File: src/dpa_pkg.sv
/*
  Shared constants and types of the debug port activation block.
  Assumes a single system clock and no software-visible registers.
*/
package dpa_pkg;

  // ----------------------------------------------------------------
  // Test access port controller states
  // ----------------------------------------------------------------
  typedef enum logic [3:0] {
    TLR, RTI, SEL_DR, CAP_DR, SH_DR, EX1_DR, PAU_DR, EX2_DR, UPD_DR,
    SEL_IR, CAP_IR, SH_IR, EX1_IR, PAU_IR, EX2_IR, UPD_IR
  } dpa_tap_e;

  // ----------------------------------------------------------------
  // Instruction register
  // ----------------------------------------------------------------
  localparam int IR_W = 4;
  localparam logic [IR_W-1:0] IR_CAPTURE = 4'h1;
  localparam logic [IR_W-1:0] IR_RESET = 4'h1;
  localparam logic [IR_W-1:0] IR_IDCODE = 4'h1;
  localparam logic [IR_W-1:0] IR_BYPASS = 4'hf;

  // ----------------------------------------------------------------
  // Identification register; value is arbitrary, bit 0 must be one
  // ----------------------------------------------------------------
  localparam int ID_W = 32;
  localparam logic [ID_W-1:0] ID_VALUE = 32'h0a5c_0001;

  // ----------------------------------------------------------------
  // Pin and timing constants
  // ----------------------------------------------------------------
  localparam logic PULLUP_LEVEL = 1'b1;
  localparam int CLK_PERIOD_NS = 8;
  localparam int TRIG_PULSE_NS = 32;
  localparam int TRIG_PULSE_CYC =
    (TRIG_PULSE_NS + CLK_PERIOD_NS - 1) / CLK_PERIOD_NS;
  localparam int TRIG_CNT_W = 4;

endpackage

File: src/dpa_debug_port.sv
/*
  Debug port front end: selects at reset release between a four-wire
  test access port and a two-wire debug link sharing the clock and data
  pins, runs the port controller, and drives the trigger pulse output.
  Assumes all pins are asynchronous to core_clk, that the probe clock
  runs no faster than half of core_clk, and that the testbench resolves
  the open-drain and two-way pins from the enables.
*/
// Function
// - Four-pin test port whose controller follows the standard sixteen-state sequence.
// - Test clock high at reset end shuts the test port down.
// - Shut-down port enables two-wire link on test clock and data pins.
// - Two-wire mode uses the test clock pin as its serial clock.
// - Low test reset pin forces the controller to reset, without clock edges.
// - Undriven test clock, reset and mode select pins read as one.
// - Mode select sampled on each rising test clock edge.
// - With port enabled, data input pin is input only, sampled rising.
// - With port disabled, data pin is two-way link data, input after reset.
// - Test data output changes only on falling test clock edges.
// - Valid trigger event gives an active-high pulse on trigger output.
// - Trigger output is released, not driven, when no pulse is out.
`timescale 1ns/10ps

module dpa_debug_port (
  // System clock and reset
  input wire logic core_clk,
  input wire logic nrst,
  // Test clock pin with drive indication
  input wire logic tck_pin,
  input wire logic tck_pin_drv,
  // Test reset pin, active low, with drive indication
  input wire logic trst_n_pin,
  input wire logic trst_n_pin_drv,
  // Mode select pin with drive indication
  input wire logic tms_pin,
  input wire logic tms_pin_drv,
  // Data input pin, two-way link data in two-wire mode
  input wire logic debug_link_data_io_i,
  output logic debug_link_data_io_o,
  output logic debug_link_data_io_oe,
  // Test data output pin
  output logic tdo_pin,
  output logic tdo_pin_oe,
  // Trigger output pin, open drain
  output logic trigger_pulse_out,
  output logic trigger_pulse_out_oe,
  // Trigger source from debug logic
  input wire logic trigger_event,
  // Two-wire link user side
  input wire logic link_drive_req,
  input wire logic link_drive_bit,
  output logic link_rx_bit,
  output logic link_rx_strobe,
  output logic link_clk_fall,
  // Status
  output logic test_port_enabled,
  output logic mode_valid,
  output logic [3:0] tap_state_out
);

  // ----------------------------------------------------------------
  // Pin resolution and synchronisers
  // ----------------------------------------------------------------
  logic tck_lvl;
  logic trst_lvl;
  logic tms_lvl;
  logic [2:0] tck_sync;
  logic [1:0] trst_sync;
  logic [1:0] tms_sync;
  logic [1:0] tdi_sync;

  // Undriven pins take the pull-up level
  assign tck_lvl = tck_pin_drv ? tck_pin : dpa_pkg::PULLUP_LEVEL;
  assign trst_lvl = trst_n_pin_drv ? trst_n_pin : dpa_pkg::PULLUP_LEVEL;
  assign tms_lvl = tms_pin_drv ? tms_pin : dpa_pkg::PULLUP_LEVEL;

  // Unreset so the level seen at reset release is the real pin level
  always_ff @(posedge core_clk) begin
    tck_sync <= {tck_sync[1:0], tck_lvl};
    trst_sync <= {trst_sync[0], trst_lvl};
    tms_sync <= {tms_sync[0], tms_lvl};
    tdi_sync <= {tdi_sync[0], debug_link_data_io_i};
  end

  logic tck_s;
  logic tck_q;
  logic tck_rise;
  logic tck_fall;
  assign tck_s = tck_sync[1];
  assign tck_q = tck_sync[2];
  assign tck_rise = tck_s & ~tck_q;
  assign tck_fall = ~tck_s & tck_q;

  // ----------------------------------------------------------------
  // Mode choice at reset release
  // ----------------------------------------------------------------
  logic in_reset_q;
  logic port_sel;

  always_ff @(posedge core_clk) begin
    if (!nrst) begin
      in_reset_q <= 1'b1;
    end else begin
      in_reset_q <= 1'b0;
    end
  end

  // The synchroniser output at the first cycle after release shows the
  // pin two cycles earlier, which is the hold window the probe keeps
  always_ff @(posedge core_clk) begin
    if (!nrst) begin
      port_sel <= 1'b0;
      mode_valid <= 1'b0;
    end else if (in_reset_q) begin
      port_sel <= ~tck_s;
      mode_valid <= 1'b1;
    end
  end

  // Status latched with mode_valid so it never moves after the latch
  always_ff @(posedge core_clk) begin
    if (!nrst) begin
      test_port_enabled <= 1'b0;
    end else if (in_reset_q) begin
      test_port_enabled <= ~tck_s;
    end
  end

  logic port_on;
  logic link_on;
  assign port_on = port_sel & mode_valid;
  assign link_on = ~port_sel & mode_valid;

  // ----------------------------------------------------------------
  // Test access port controller
  // ----------------------------------------------------------------
  dpa_pkg::dpa_tap_e tap_state;
  dpa_pkg::dpa_tap_e next_tap_state;
  logic tms_s;
  logic tdi_s;
  logic trst_s;
  assign tms_s = tms_sync[1];
  assign tdi_s = tdi_sync[1];
  assign trst_s = trst_sync[1];

  always_comb begin
    next_tap_state = tap_state;
    unique case (tap_state)
      dpa_pkg::TLR: next_tap_state = tms_s ? dpa_pkg::TLR : dpa_pkg::RTI;
      dpa_pkg::RTI: next_tap_state = tms_s ? dpa_pkg::SEL_DR : dpa_pkg::RTI;
      dpa_pkg::SEL_DR: next_tap_state = tms_s ? dpa_pkg::SEL_IR : dpa_pkg::CAP_DR;
      dpa_pkg::CAP_DR: next_tap_state = tms_s ? dpa_pkg::EX1_DR : dpa_pkg::SH_DR;
      dpa_pkg::SH_DR: next_tap_state = tms_s ? dpa_pkg::EX1_DR : dpa_pkg::SH_DR;
      dpa_pkg::EX1_DR: next_tap_state = tms_s ? dpa_pkg::UPD_DR : dpa_pkg::PAU_DR;
      dpa_pkg::PAU_DR: next_tap_state = tms_s ? dpa_pkg::EX2_DR : dpa_pkg::PAU_DR;
      dpa_pkg::EX2_DR: next_tap_state = tms_s ? dpa_pkg::UPD_DR : dpa_pkg::SH_DR;
      dpa_pkg::UPD_DR: next_tap_state = tms_s ? dpa_pkg::SEL_DR : dpa_pkg::RTI;
      dpa_pkg::SEL_IR: next_tap_state = tms_s ? dpa_pkg::TLR : dpa_pkg::CAP_IR;
      dpa_pkg::CAP_IR: next_tap_state = tms_s ? dpa_pkg::EX1_IR : dpa_pkg::SH_IR;
      dpa_pkg::SH_IR: next_tap_state = tms_s ? dpa_pkg::EX1_IR : dpa_pkg::SH_IR;
      dpa_pkg::EX1_IR: next_tap_state = tms_s ? dpa_pkg::UPD_IR : dpa_pkg::PAU_IR;
      dpa_pkg::PAU_IR: next_tap_state = tms_s ? dpa_pkg::EX2_IR : dpa_pkg::PAU_IR;
      dpa_pkg::EX2_IR: next_tap_state = tms_s ? dpa_pkg::UPD_IR : dpa_pkg::SH_IR;
      dpa_pkg::UPD_IR: next_tap_state = tms_s ? dpa_pkg::SEL_DR : dpa_pkg::RTI;
    endcase
  end

  // Test reset acts on level, with no test clock edge needed
  always_ff @(posedge core_clk) begin
    if (!nrst || !trst_s || !port_on) begin
      tap_state <= dpa_pkg::TLR;
    end else if (tck_rise) begin
      tap_state <= next_tap_state;
    end
  end

  always_ff @(posedge core_clk) begin
    if (!nrst) begin
      tap_state_out <= 4'h0;
    end else begin
      tap_state_out <= tap_state;
    end
  end

  // ----------------------------------------------------------------
  // Instruction and data registers
  // ----------------------------------------------------------------
  logic [dpa_pkg::IR_W-1:0] ir_shift;
  logic [dpa_pkg::IR_W-1:0] ir_active;
  logic [dpa_pkg::ID_W-1:0] dr_shift;

  always_ff @(posedge core_clk) begin
    if (!nrst || tap_state == dpa_pkg::TLR) begin
      ir_shift <= dpa_pkg::IR_CAPTURE;
      ir_active <= dpa_pkg::IR_RESET;
    end else if (tck_rise) begin
      unique case (tap_state)
        dpa_pkg::CAP_IR: ir_shift <= dpa_pkg::IR_CAPTURE;
        dpa_pkg::SH_IR: ir_shift <= {tdi_s, ir_shift[dpa_pkg::IR_W-1:1]};
        dpa_pkg::UPD_IR: ir_active <= ir_shift;
        default: ;
      endcase
    end
  end

  logic bypass_sel;
  assign bypass_sel = (ir_active != dpa_pkg::IR_IDCODE);

  always_ff @(posedge core_clk) begin
    if (!nrst) begin
      dr_shift <= '0;
    end else if (tck_rise) begin
      if (tap_state == dpa_pkg::CAP_DR) begin
        dr_shift <= bypass_sel ? '0 : dpa_pkg::ID_VALUE;
      end else if (tap_state == dpa_pkg::SH_DR) begin
        if (bypass_sel) begin
          dr_shift <= {{(dpa_pkg::ID_W-1){1'b0}}, tdi_s};
        end else begin
          dr_shift <= {tdi_s, dr_shift[dpa_pkg::ID_W-1:1]};
        end
      end
    end
  end

  // ----------------------------------------------------------------
  // Test data output, falling edge only
  // ----------------------------------------------------------------
  always_ff @(posedge core_clk) begin
    if (!nrst) begin
      tdo_pin <= 1'b0;
      tdo_pin_oe <= 1'b0;
    end else if (!port_on) begin
      tdo_pin_oe <= 1'b0;
    end else if (tck_fall) begin
      tdo_pin <= (tap_state == dpa_pkg::SH_IR) ? ir_shift[0] : dr_shift[0];
      tdo_pin_oe <= (tap_state == dpa_pkg::SH_IR) || (tap_state == dpa_pkg::SH_DR);
    end
  end

  // ----------------------------------------------------------------
  // Two-wire debug link on test clock and data pins
  // ----------------------------------------------------------------
  // Data in the two-wire mode is taken on the rising serial clock edge
  always_ff @(posedge core_clk) begin
    if (!nrst) begin
      link_rx_bit <= 1'b0;
      link_rx_strobe <= 1'b0;
      link_clk_fall <= 1'b0;
    end else begin
      link_rx_strobe <= link_on & tck_rise;
      link_clk_fall <= link_on & tck_fall;
      if (link_on && tck_rise) begin
        link_rx_bit <= tdi_s;
      end
    end
  end

  // Direction changes on falling serial clock edges; input after reset
  always_ff @(posedge core_clk) begin
    if (!nrst) begin
      debug_link_data_io_o <= 1'b0;
      debug_link_data_io_oe <= 1'b0;
    end else if (!link_on) begin
      debug_link_data_io_oe <= 1'b0;
    end else if (tck_fall) begin
      debug_link_data_io_o <= link_drive_bit;
      debug_link_data_io_oe <= link_drive_req;
    end
  end

  // ----------------------------------------------------------------
  // Trigger output pulse
  // ----------------------------------------------------------------
  logic [dpa_pkg::TRIG_CNT_W-1:0] trig_cnt;
  localparam logic [dpa_pkg::TRIG_CNT_W-1:0] TRIG_LEN =
    dpa_pkg::TRIG_CNT_W'(dpa_pkg::TRIG_PULSE_CYC);

  always_ff @(posedge core_clk) begin
    if (!nrst) begin
      trig_cnt <= '0;
    end else if (port_on && trigger_event) begin
      trig_cnt <= TRIG_LEN;
    end else if (trig_cnt != '0) begin
      trig_cnt <= trig_cnt - 1'b1;
    end
  end

  // Drives high only during the pulse, otherwise released
  always_ff @(posedge core_clk) begin
    if (!nrst) begin
      trigger_pulse_out <= 1'b0;
      trigger_pulse_out_oe <= 1'b0;
    end else begin
      trigger_pulse_out <= (port_on && trigger_event) || (trig_cnt > 1);
      trigger_pulse_out_oe <= (port_on && trigger_event) || (trig_cnt > 1);
    end
  end

endmodule // dpa_debug_port

File: config.mk
export PLATFORM = sky130hd
export DESIGN_NAME = dpa_debug_port
export DESIGN_NICKNAME = d
export VERILOG_FILES = /design/src/dpa_pkg.sv /design/src/dpa_debug_port.sv
export SDC_FILE = /design/constraint.sdc
export NUM_CORES = 1
export LEC_CHECK = 0
export ABC_AREA = 1
export BUFFER_PORTS_ARGS = -buffer_cell sky130_fd_sc_hd__clkbuf_2
export CORE_ASPECT_RATIO = 2
export CORE_MARGIN = 10
export CORE_UTILIZATION = 30
export DETAILED_ROUTE_END_ITERATION = 7
export MAX_ROUTING_LAYER = met4
export SETUP_SLACK_MARGIN = 0.15
export SLEW_MARGIN = 40
export SYNTH_ARGS = -nofsm -noshare
export SYNTH_HDL_FRONTEND = slang
export SYNTH_SLANG_ARGS = --single-unit
File: constraint.sdc
create_clock -name core_clk -period 3.8 [get_ports core_clk]
set_input_delay 0.19 -clock core_clk [delete_from_list [all_inputs] [get_ports core_clk]]
set_output_delay 0.19 -clock core_clk [all_outputs]
set_load 0.02 [all_outputs]
==> results.sh <==
export IMPL_crit_path_frequent_cell="nand2_4"
export IMPL_post_route_period_util=0.520
export IMPL_dieArea_sq_um=14400
export IMPL_status="finished clean"
export IMPL_initialDrtViolationCount=85
export IMPL_hold_viol_final=0
export IMPL_critPathKind="flip-flop to flip-flop"
export IMPL_vdd_ir_drop_max_mv=0.303
export IMPL_place_inst=521
export IMPL_cts_htree_levels=3
export IMPL_port_buffers=26
export IMPL_path_clk_slew_ps=60
export IMPL_tightestPinTransition_ps=719
export IMPL_ant_nets=0
export IMPL_cp_required_ps=4040
export IMPL_postCtsSetupBuffers=0
export IMPL_root_buffer="clkbuf_16"
export IMPL_cp_start_kind="flip-flop"
export IMPL_overflow=0
export IMPL_gp_congestion=0.854
export IMPL_hold_slack_ps=20.3
export IMPL_core_sq_um=9640
export IMPL_grt_pass1_wl_um=11000
export IMPL_fmax_mhz=506
export IMPL_period_minus_slack_ps=1970
export IMPL_rsz0062_at_grt="false"
export IMPL_cts_sinks=72
export IMPL_tns_ps=0
export IMPL_regToRegSetupSlack_ps=1830
export IMPL_wl_per_cell_um=12.1
export IMPL_min_to="tms_sync[0]$_SDFF_PN1_"
export IMPL_grt_use_total=0.0958
export IMPL_critical_path_slowest_cell="dfxtp_1"
export IMPL_fin_nets=415
export IMPL_seq_area_frac_synth=0.490
export IMPL_ys_ff_latch=72
export IMPL_drive_gt1_frac=0.155
export IMPL_syn_to_final_growth_pct=17.0
export IMPL_r2r_end="dr_shift[30]$_SDFFE_PN0P_"
export IMPL_hold_path_class="primary input to flip-flop"
export IMPL_fin_skew_ps=9.10
export IMPL_slew_headroom=0.520
export IMPL_clk_latency_ps=330
export IMPL_yosysWarnings=0
export IMPL_vias_per_cell=4.56
export IMPL_cts_tree="built"
export IMPL_die_w_um=90.0
export IMPL_setup_violations=0
export IMPL_antenna_found_initial=0
export IMPL_post_dp_hpwl_um=4840
export IMPL_num_rows=51
export IMPL_ys_types=27
export IMPL_dp_slack_ps=1670
export IMPL_slowest_delay_ps=520
export IMPL_worst_slack_ps=1830
export IMPL_numCtsBuffers=9
export IMPL_r2r_start="tap_state[1]$_SDFFE_PP0P_"
export IMPL_wl_um=6520
export IMPL_syn_inst=380
export IMPL_initial_core_util=0.305
export IMPL_fill_cells=1020
export IMPL_avgSynthCellArea_sq_um=7.73
export IMPL_finalInstanceArea_sq_um=3440
export IMPL_slew_violations=0
export IMPL_powerDensity_nw_per_um2=529
export IMPL_grt_max_degree=41
export IMPL_grt_pass1_vias=2441
export IMPL_cp_max_fo=40
export IMPL_drt_first_pass_iters=4
export IMPL_hold_depth=2
export IMPL_cp_end_kind="flip-flop"
export IMPL_drc=0
export IMPL_ioPinCount=27
export IMPL_maxCapViolCount=0
export IMPL_final_cells=538
export IMPL_die_h_um=160
export IMPL_min_from="tms_pin_drv"
export IMPL_via_count=2455
export IMPL_syn_area_sq_um=2940
export IMPL_reg2reg_depth=8
export IMPL_cp_cell_sequence="nand2_1, inv_1, nand2_4, nand2_2, nand2_4, inv_4, nand3_1, a21oi_1"
export IMPL_max_clock_path_buffers=2
export IMPL_post_dp_cell_area_sq_um=3110
export IMPL_diodes=0
export IMPL_leakagePower_nw=1.50
export IMPL_arrival_ps=2220
export IMPL_synth_nets=394
==> registers in the layout, indices dropped and copies added, names as in the netlist, 2 cells and up <==
name	flops
dr_shift	32
ir_active	4
ir_shift	4
tap_state	4
tap_state_out	4
trig_cnt	4
tck_sync	3
tdi_sync	2
tms_sync	2
trst_sync	2
==> per-stage QoR <==
| step | util | power (W) |
|---|---|---|
| after floorplan | - | 0.000942 |
| after global placement | 0.323 | 0.000974 |
| after detailed placement | 0.323 | 0.000980 |
| after CTS | 0.357 | 0.00184 |
| after global routing | 0.357 | 0.00190 |
| final | 0.357 | 0.00182 |
==> power by group <==
| part | leakage [nW] | switching [W] | internal [W] |
|---|---|---|---|
| clock | 0.148 | 0.000312 | 0.000547 |
| sequential | 0.585 | 0.0000187 | 0.000786 |
| combinational | 0.770 | 0.0000997 | 0.0000572 |
| total | 1.50 | 0.000430 | 0.00139 |
==> critical path: cells and delay by family, from the launching register on <==
family / cells / cell delay, ps
and+or+nand+nor: 5 / 740
DFF: 1 / 520
buffers and inverters: 2 / 450
AOI/OAI and AO/OA: 1 / 150
==> final cells by class <==
class / count / area [sq um] / share of cell area
Sequential cell: 72 / 1440 / 0.419
Timing Repair Buffer: 27 / 140 / 0.0407
Inverter: 46 / 175 / 0.0509
Multi-Input combinational cell: 245 / 1200 / 0.350
Clock inverter: 5 / 62.6 / 0.0182
Clock buffer: 11 / 253 / 0.0735
Tap cell: 132 / 165 / 0.0480
==> cell usage in the layout, fill, tap and decap left out <==
master | synthesis | routed
a211oi_1 | 5 | 5
a211oi_2 | 1 | 1
a21oi_1 | 42 | 42
a21oi_2 | 7 | 7
a31oi_1 | 2 | 2
bufinv_16 | 0 | 1
clkbuf_16 | 0 | 9
clkbuf_2 | 0 | 26
clkbuf_8 | 0 | 2
clkinv_4 | 0 | 1
clkinvlp_4 | 0 | 2
dfxtp_1 | 72 | 72
dlygate4sd3_1 | 0 | 1
ha_1 | 2 | 2
inv_1 | 42 | 42
inv_2 | 3 | 3
inv_4 | 1 | 1
inv_6 | 0 | 1
nand2_1 | 70 | 70
nand2_2 | 1 | 1
nand2_4 | 2 | 2
nand3_1 | 23 | 23
nand3b_1 | 1 | 1
nand4_1 | 1 | 1
nor2_1 | 45 | 44
nor2_2 | 3 | 4
nor2_4 | 2 | 2
nor3_1 | 3 | 3
o211ai_1 | 5 | 5
o21ai_0 | 28 | 28
xor2_1 | 2 | 2
==> how the worst max path moves through the flow <==
stage               cells after the start                       from                   endpoint  slack, ps
CTS                                     6        tck_sync[1]$_DFF_P_  dr_shift[30]$_SDFFE_PN0P_       1650
finish                                  8  tap_state[1]$_SDFFE_PP0P_  dr_shift[30]$_SDFFE_PN0P_       1830
global placement                        6        tck_sync[1]$_DFF_P_  dr_shift[30]$_SDFFE_PN0P_       1760
detailed placement                      6        tck_sync[1]$_DFF_P_  dr_shift[30]$_SDFFE_PN0P_       1670
global route                            8  tap_state[1]$_SDFFE_PP0P_  dr_shift[17]$_SDFFE_PN0P_       1610
floorplan                              10  tap_state[1]$_SDFFE_PP0P_   dr_shift[0]$_SDFFE_PN0P_       2410
==> Yosys cell counts (all sizes together) <==
cell,instances,area share
a211oi,6,0.017
a21oi,49,0.092
a31oi,2,0.0043
buf,12,0.035
clkbuf,5,0.0064
dfxtp,72,0.49
ha,2,0.0085
inv,46,0.060
nand2,73,0.099
nand3,23,0.039
nand3b,1,0.0026
nand4,1,0.0021
nor2,50,0.072
nor3,3,0.0051
o211ai,5,0.013
o21ai,28,0.048
xor2,2,0.0060
==> routing by layer <==
metal	vias to the layer above	track usage	wire length, um
li1	1267	-	-
met1	1124	0.0848	2440
met2	40	0.169	3540
met3	24	0.0202	155
met4	0	0.0808	384
met5	-	-	0
==> kinds of logic after synthesis <==
group,after synthesis,synth area share
and+or+nand+nor,151,0.220
buffers and inverters,63,0.101
AOI/OAI and AO/OA,90,0.174
DFF,72,0.490
adders and majority gates,2,0.00851
xor gates and xnor gates,2,0.00596
==> repair_timing <==
item,CTS,global route
hold buffers,1,0
resized for setup,0,0
endpoints found under the hold margin,1,0
Note: power is estimated with default switching activity, not from simulation.
